[src/rtl/amst_params.svh]
`ifndef AMST_PARAMS_SVH
`define AMST_PARAMS_SVH

// wait extension granularity: each wait block stretches the strobe by this many clocks
`define AMST_WAIT_BLOCK_CYCLES 16
// least lead of the wait input before the nominal end of the strobe phase
`define AMST_WAIT_LEAD_CYCLES 4
// least width of each wait level
`define AMST_WAIT_LEVEL_CYCLES 2
// reset levels of the memory-side strobes (active low, so idle high)
`define AMST_STROBE_IDLE 1'b1
// default field widths
`define AMST_SETUP_W 4
`define AMST_STROBE_W 6
`define AMST_HOLD_W 3
`define AMST_TURN_W 2
`define AMST_MAXWAIT_W 8
`define AMST_ADDR_W 21
`define AMST_DATA_W 16
`define AMST_CS_W 4

`endif

[src/rtl/amst_pkg.sv]
package amst_pkg;

	// access sequencer states
	typedef enum logic [2:0]
	{
		AMST_IDLE = 3'b000,
		AMST_SETUP = 3'b001,
		AMST_STROBE = 3'b010,
		AMST_STRETCH = 3'b011,
		AMST_HOLD = 3'b100,
		AMST_TURN = 3'b101
	} amst_state_t;

endpackage

[src/rtl/amst_async_memory_strobe_timing.sv]
`timescale 1ns/1ps
`include "amst_params.svh"
// Functional notes
// - every phase is timed in whole clock cycles, a programmed count giving that many cycles; a zero setup, strobe or hold count still takes one.
// - without extended wait, a read lasts exactly setup plus strobe plus hold cycles.
// - with extended wait, the strobe, and so the access, stretches in blocks of sixteen cycles, one more block while the synchronised wait stays high.
// - in select-strobe mode chip select falls with the strobe, otherwise a setup count earlier.
// - without select-strobe mode chip select stays low a hold count after the strobe rises, else both rise together.
// - read data is captured at the clock edge where the read strobe rises, ending the strobe phase.
// - turnaround, read and write setup, strobe and hold, and the wait limit are programmable inputs.
// - extended waiting stops with a timeout once the programmed wait count is reached.
module amst_async_memory_strobe_timing
#(
	parameter int SETUP_W = `AMST_SETUP_W,
	parameter int STROBE_W = `AMST_STROBE_W,
	parameter int HOLD_W = `AMST_HOLD_W,
	parameter int TURN_W = `AMST_TURN_W,
	parameter int MAXWAIT_W = `AMST_MAXWAIT_W,
	parameter int ADDR_W = `AMST_ADDR_W,
	parameter int DATA_W = `AMST_DATA_W,
	parameter int CS_W = `AMST_CS_W
)
(
	input wire logic clock,
	input wire logic rst,
	// access request side
	input wire logic req_valid,
	output logic req_ready,
	input wire logic req_write,
	input wire logic [CS_W-1:0] req_select,
	input wire logic [ADDR_W-1:0] req_addr,
	input wire logic [DATA_W-1:0] req_wdata,
	output logic [DATA_W-1:0] rd_data,
	output logic access_done,
	output logic wait_timeout,
	output logic access_busy,
	// configuration
	input wire logic [TURN_W-1:0] turnaround_cycles,
	input wire logic [SETUP_W-1:0] read_setup_cycles,
	input wire logic [STROBE_W-1:0] read_strobe_cycles,
	input wire logic [HOLD_W-1:0] read_hold_cycles,
	input wire logic [SETUP_W-1:0] write_setup_cycles,
	input wire logic [STROBE_W-1:0] write_strobe_cycles,
	input wire logic [HOLD_W-1:0] write_hold_cycles,
	input wire logic [MAXWAIT_W-1:0] max_wait_count,
	input wire logic extended_wait_enable,
	input wire logic select_strobe_mode,
	// memory pins
	output logic [CS_W-1:0] async_chip_select_n,
	output logic read_strobe_n,
	output logic write_strobe_n,
	output logic [ADDR_W-1:0] memory_addr,
	output logic [DATA_W-1:0] memory_data_out,
	output logic memory_data_oe,
	input wire logic [DATA_W-1:0] memory_data_bus,
	input wire logic memory_wait_in
);

	localparam int CNT_W = (STROBE_W > 5) ? STROBE_W : 5;
	localparam logic [CNT_W-1:0] BLOCK_LOAD = CNT_W'(`AMST_WAIT_BLOCK_CYCLES - 1);

	// counter load for a phase of v cycles; a zero count still takes one cycle
	function automatic logic [CNT_W-1:0] phase_load(input logic [CNT_W-1:0] v);
		phase_load = (v == '0) ? '0 : v - 1'b1;
	endfunction

	amst_pkg::amst_state_t state;
	amst_pkg::amst_state_t next_state;
	logic [CNT_W-1:0] cnt;
	logic [CNT_W-1:0] next_cnt;
	logic [MAXWAIT_W-1:0] wait_blocks;
	logic [MAXWAIT_W-1:0] next_wait_blocks;
	logic wr;
	logic [CS_W-1:0] sel;
	logic wait_meta;
	logic wait_sync;
	logic wait_seen;
	logic timeout_hit;

	// selected timing for the access in progress
	wire logic [CNT_W-1:0] setup_len = wr ? CNT_W'(write_setup_cycles) : CNT_W'(read_setup_cycles);
	wire logic [CNT_W-1:0] strobe_len = wr ? CNT_W'(write_strobe_cycles) : CNT_W'(read_strobe_cycles);
	wire logic [CNT_W-1:0] hold_len = wr ? CNT_W'(write_hold_cycles) : CNT_W'(read_hold_cycles);
	wire logic cnt_end = (cnt == '0);
	wire logic take = (state == amst_pkg::AMST_IDLE) && req_valid;
	// the pins load on the accepting edge too, before sel and wr hold the new request
	wire logic [CS_W-1:0] cur_sel = take ? req_select : sel;
	wire logic cur_wr = take ? req_write : wr;
	wire logic wait_req = extended_wait_enable && (wait_seen || wait_sync);
	wire logic more_wait = wait_sync && (wait_blocks < max_wait_count);
	wire logic next_strobe = (next_state == amst_pkg::AMST_STROBE) || (next_state == amst_pkg::AMST_STRETCH);
	wire logic next_active = (next_state == amst_pkg::AMST_SETUP) || next_strobe || (next_state == amst_pkg::AMST_HOLD);
	wire logic strobe_end = ((state == amst_pkg::AMST_STROBE) || (state == amst_pkg::AMST_STRETCH))
		&& (next_state == amst_pkg::AMST_HOLD);

	assign req_ready = (state == amst_pkg::AMST_IDLE);
	assign access_busy = !req_ready;

	// phase sequencer
	always_comb
	begin
		next_state = state;
		next_cnt = cnt;
		next_wait_blocks = wait_blocks;
		timeout_hit = 1'b0;
		unique case (state)
			amst_pkg::AMST_IDLE:
			begin
				if (req_valid)
				begin
					next_state = amst_pkg::AMST_SETUP;
					next_cnt = phase_load(req_write ? CNT_W'(write_setup_cycles) : CNT_W'(read_setup_cycles));
				end
			end
			amst_pkg::AMST_SETUP:
			begin
				if (cnt_end)
				begin
					next_state = amst_pkg::AMST_STROBE;
					next_cnt = phase_load(strobe_len);
				end
				else
					next_cnt = cnt - 1'b1;
			end
			amst_pkg::AMST_STROBE:
			begin
				if (!cnt_end)
					next_cnt = cnt - 1'b1;
				else if (wait_req && (max_wait_count != '0))
				begin
					next_state = amst_pkg::AMST_STRETCH;
					next_cnt = BLOCK_LOAD;
					next_wait_blocks = MAXWAIT_W'(1);
				end
				else
				begin
					next_state = amst_pkg::AMST_HOLD;
					next_cnt = phase_load(hold_len);
					timeout_hit = wait_req;
				end
			end
			amst_pkg::AMST_STRETCH:
			begin
				if (!cnt_end)
					next_cnt = cnt - 1'b1;
				else if (more_wait)
				begin
					next_cnt = BLOCK_LOAD;
					next_wait_blocks = wait_blocks + 1'b1;
				end
				else
				begin
					next_state = amst_pkg::AMST_HOLD;
					next_cnt = phase_load(hold_len);
					timeout_hit = wait_sync;
				end
			end
			amst_pkg::AMST_HOLD:
			begin
				if (!cnt_end)
					next_cnt = cnt - 1'b1;
				else if (turnaround_cycles != '0)
				begin
					next_state = amst_pkg::AMST_TURN;
					next_cnt = phase_load(CNT_W'(turnaround_cycles));
				end
				else
					next_state = amst_pkg::AMST_IDLE;
			end
			amst_pkg::AMST_TURN:
			begin
				if (cnt_end)
					next_state = amst_pkg::AMST_IDLE;
				else
					next_cnt = cnt - 1'b1;
			end
			default:
				next_state = amst_pkg::AMST_IDLE;
		endcase
	end

	// state, counters and latched request
	always_ff @(posedge clock)
	begin
		if (rst)
		begin
			state <= amst_pkg::AMST_IDLE;
			cnt <= '0;
			wait_blocks <= '0;
			wr <= 1'b0;
			sel <= '0;
		end
		else
		begin
			state <= next_state;
			cnt <= next_cnt;
			wait_blocks <= next_wait_blocks;
			if (take)
			begin
				wr <= req_write;
				sel <= req_select;
			end
		end
	end

	// wait input synchroniser and strobe-phase wait latch
	always_ff @(posedge clock)
	begin
		if (rst)
		begin
			wait_meta <= 1'b0;
			wait_sync <= 1'b0;
			wait_seen <= 1'b0;
		end
		else
		begin
			wait_meta <= memory_wait_in;
			wait_sync <= wait_meta;
			if (state == amst_pkg::AMST_SETUP)
				wait_seen <= 1'b0;
			else if (state == amst_pkg::AMST_STROBE && wait_sync)
				wait_seen <= 1'b1;
		end
	end

	// memory pins registered from the next state so each phase edge is clean
	always_ff @(posedge clock)
	begin
		if (rst)
		begin
			async_chip_select_n <= {CS_W{`AMST_STROBE_IDLE}};
			read_strobe_n <= `AMST_STROBE_IDLE;
			write_strobe_n <= `AMST_STROBE_IDLE;
			memory_data_oe <= 1'b0;
		end
		else
		begin
			if (select_strobe_mode ? next_strobe : next_active)
				async_chip_select_n <= ~cur_sel;
			else
				async_chip_select_n <= {CS_W{`AMST_STROBE_IDLE}};
			read_strobe_n <= !(next_strobe && !wr);
			write_strobe_n <= !(next_strobe && wr);
			memory_data_oe <= next_active && cur_wr;
		end
	end

	// address and write data latched at acceptance and held to hold end
	always_ff @(posedge clock)
	begin
		if (rst)
		begin
			memory_addr <= '0;
			memory_data_out <= '0;
		end
		else if (take)
		begin
			memory_addr <= req_addr;
			memory_data_out <= req_wdata;
		end
	end

	// read capture and completion pulses
	always_ff @(posedge clock)
	begin
		if (rst)
		begin
			rd_data <= '0;
			access_done <= 1'b0;
			wait_timeout <= 1'b0;
		end
		else
		begin
			if (strobe_end && !wr)
				rd_data <= memory_data_bus;
			access_done <= (state == amst_pkg::AMST_HOLD) && cnt_end;
			wait_timeout <= timeout_hit;
		end
	end

endmodule // amst_async_memory_strobe_timing

[config.mk]
export PLATFORM = sky130hd
export DESIGN_NAME = amst_async_memory_strobe_timing
export DESIGN_NICKNAME = d
export VERILOG_FILES = /design/src/rtl/amst_pkg.sv /design/src/rtl/amst_async_memory_strobe_timing.sv
export VERILOG_INCLUDE_DIRS = /design/src /design/src/rtl
export SDC_FILE = /design/constraint.sdc
export NUM_CORES = 1
export LEC_CHECK = 0
export ABC_AREA = 1
export BUFFER_PORTS_ARGS = -buffer_cell sky130_fd_sc_hd__buf_4
export CELL_PAD_IN_SITES_DETAIL_PLACEMENT = 1
export CELL_PAD_IN_SITES_GLOBAL_PLACEMENT = 2
export CORE_ASPECT_RATIO = 1.75
export CORE_MARGIN = 1.5
export CORE_UTILIZATION = 26
export DETAILED_ROUTE_END_ITERATION = 10
export GPL_TIMING_DRIVEN = 0
export PLACE_DENSITY = 0.91
export SKIP_CTS_REPAIR_TIMING = 1
export SYNTH_ARGS = -nofsm -noshare
export SYNTH_HDL_FRONTEND = slang
export SYNTH_SLANG_ARGS = --single-unit
export TNS_END_PERCENT = 20
[constraint.sdc]
create_clock -name clock -period 1.97 [get_ports clock]
set_input_delay 0.0985 -clock clock [delete_from_list [all_inputs] [get_ports clock]]
set_output_delay 0.0985 -clock clock [all_outputs]
set_load 0.05 [all_outputs]
==> flow_metrics.env <==
export IMPL_min_period_over_period_pct=100.2
export IMPL_drive_gt1_share_pct=37.40
export IMPL_cts_root_buf="clkbuf_16"
export IMPL_p_leak_uw=0.003124
export IMPL_synth_seq_cells=87
export IMPL_cts_path_max_buffers=2
export IMPL_p_int_uw=4609
export IMPL_yosysTopAreaCellShare_pct=39.71
export IMPL_fin_skew_ps=8.341
export IMPL_synth_compound_area_share_pct=14.84
export IMPL_maxCapViolCount=0
export IMPL_gr_usage_all_layers_pct=16.79
export IMPL_critPathKind="flip-flop to flip-flop"
export IMPL_diodes=0
export IMPL_synth_cell_types=39
export IMPL_grt_pass1_wl_um=23310
export IMPL_row_count=62
export IMPL_initial_core_util_pct=26.67
export IMPL_routed_wl_um=15720
export IMPL_port_buffers=162
export IMPL_hp_class="input port to flip-flop"
export IMPL_place_area_sq_um=5893
export IMPL_antenna_found_initial=0
export IMPL_drt_wirelength_per_cell_um=14.70
export IMPL_ys_seq_area_share_pct=39.71
export IMPL_failed_checks="hold timing, setup timing"
export IMPL_cts_tree="built"
export IMPL_die_y_um=174.8
export IMPL_post_route_util_pct=41.27
export IMPL_synthMuxAreaShare_pct=0.4565
export IMPL_fmax_mhz=506.4
export IMPL_cts_buffers=9
export IMPL_post_dp_hpwl_um=11860
export IMPL_clk_latency_ps=350
export IMPL_worst_slack_ps=-4.535
export IMPL_die_area_sq_um=17690
export IMPL_power_frac_clock_pct=19.6
export IMPL_synth_area_sq_um=4385
export IMPL_cp_common_cell="nand2_4"
export IMPL_fp_coreArea_sq_um=16450
export IMPL_gp_congestion=0.8253
export IMPL_slew_viol_final=0
export IMPL_clock_sinks=87
export IMPL_die_w_um=101.2
export IMPL_switching_power_uw=4122
export IMPL_relSlewSlack_pct=59.76
export IMPL_critPathMaxFanout=8
export IMPL_htreeDepth=3
export IMPL_arrival_ps=2210
export IMPL_synth_top_family_by_area="simple AND/OR/NAND/NOR gates"
export IMPL_nNetsFinal=953
export IMPL_synth_simple_gate_area_share_pct=30.53
export IMPL_cpPeakStageDelay_ps=370
export IMPL_setup_tns_ps=-4.535
export IMPL_drc=0
export IMPL_p_comb_share_pct=54.2
export IMPL_grt_pass1_vias=4766
export IMPL_crit_path_end_kind="flip-flop"
export IMPL_critPathLaunchType="flip-flop"
export IMPL_synthXorXnorAreaFrac_pct=1.797
export IMPL_syn_area_per_cell_sq_um=6.852
export IMPL_ant_nets=0
export IMPL_worstMarginPinSlew_ps=603.6
export IMPL_postLayoutCellArea_sq_um=6787
export IMPL_whs_ps=-16.85
export IMPL_synth_main_ff_cell="dfxtp_1"
export IMPL_yosysTopAreaCell="dfxtp_1"
export IMPL_pre_cts_ws_ps=-244.0
export IMPL_outcome="finished, violations left"
export IMPL_peakVddDrop_uv=704.5
export IMPL_area_growth_pct=54.75
export IMPL_period_needed_ps=1975
export IMPL_grt_ovfl_total=0
export IMPL_hold_violations=7
export IMPL_synth_cells=640
export IMPL_syn_nets=753
export IMPL_drt_initial_drc_count=116
export IMPL_worstPathCellList="ha_4 > a21oi_1 > o21a_1 > nand3_4 > nand2_4 > inv_4 > nand2_4 > o21ai_4 > nand2_4 > inv_8 > clkbuf_16 > nor2_2 > nor2_1"
export IMPL_final_common_cell="buf_4"
export IMPL_cts_clk_slew_worst_paths_ps=70
export IMPL_grt_max_degree=19
export IMPL_synthTopCellsByArea="dfxtp_1 40%, nand2_1 16%, a21oi_1 7.8%"
export IMPL_swShare_pct=47.21
export IMPL_setup_violations=1
export IMPL_powerDensity_nw_per_um2=1286
export IMPL_async_reset_ff_share_pct=0
export IMPL_rsz0062_at_grt="yes"
export IMPL_io_pins=164
export IMPL_via_per_inst=4.512
export IMPL_cpMaxStageDelayCell="dfxtp_2"
export IMPL_num_vias=4823
export IMPL_first_pass_iters=4
export IMPL_synth_edf_count=0
export IMPL_layout_common_cells="181 x buf_4, 177 x nand2_1, 75 x dfxtp_1"
export IMPL_synth_adder_area_share_pct=3.709
export IMPL_pwr_share_seq_pct=26.2
export IMPL_synth_warnings=0
export IMPL_critPathRequiredTime_ps=2210
-- worst max-delay path, delay by kind of cell, from the launching register on --
family	cells	cell delay [ps]
buf+inv	3	260
fa+ha+maj	1	210
simple gates	6	590
flops	1	370
compound gates	3	430
-- stage by stage --
| stage | power (uW) | std cells |
|---|---|---|
| 3_3_place_gp | 6343 | 1026 |
| 3_5_place_dp | 6384 | 1026 |
| 5_1_grt | 9309 | 1069 |
| 4_1_cts | 8114 | 1042 |
| 2_1_floorplan | 5136 | 640 |
| 6_report | 8731 | 1069 |
-- routing by layer --
layer / vias to the layer above / global-route usage [%] / wire, um
li1: 2437 / - / -
met1: 2275 / 17.37 / 5799
met2: 94 / 32.83 / 8999
met3: 17 / 3.600 / 608
met4: 0 / 4.630 / 312
met5: - / 0 / 0
-- cells by family (layout without fill, tap and decap cells) --
family          after synthesis  after routing
simple gates                317            317
compound gates              119            119
buf+inv                      93            298
flops                        87             87
fa+ha+maj                    13             13
xor+xnor                      9              9
mux                           2              2
-- sequential cells by signal, indices dropped and copies added, names as in the netlist, 3 cells and up --
name                 flops
async_chip_select_n      4
wait_blocks              8
sel                      4
state                    3
memory_data_out         16
memory_addr             21
rd_data                 16
cnt                      6
-- power groups by stage --
stage / Clock [uW] / Sequential [uW] / Combinational (uW)
after floorplan: 0 / 3060 / 2080
after global placement: 0 / 2270 / 4070
after detailed placement: 0 / 2290 / 4100
after CTS: 1750 / 2250 / 4110
after global routing: 1820 / 2320 / 5170
final: 1710 / 2280 / 4730
-- final cells by class --
cell class,instances,area [sq um]
repair inverters,1,5.005
repair buffers,188,1454
well taps,224,280.3
multi-input cells,460,2547
fillers,2118,9659
inverters,70,289.0
clock buffers,9,225.2
flip-flops and latches,87,1767
plain buffers,23,150.1
clock inverters,7,68.82
-- cells in the mapped netlist, drive strengths merged (7+ instances only) --
library cell and n:
buf 11, inv 69, nand3 36, nand2 190, a21oi 68, clkbuf 12
o21ai 41, ha 13, nor2 75, xor2 8, dfxtp 87, nand4 7
-- worst paths after layout --
check                     start    endpoint  slack [ps]  depth (start not counted)
max reg2reg      wait_blocks[7]  rd_data[3]          -5                         13
max              wait_blocks[7]  rd_data[3]          -5                         13
min reg2reg           wait_meta   wait_sync         420                          2
min          memory_data_bus[9]  rd_data[9]         -20                          3
Power figures use the tool's default switching activity.
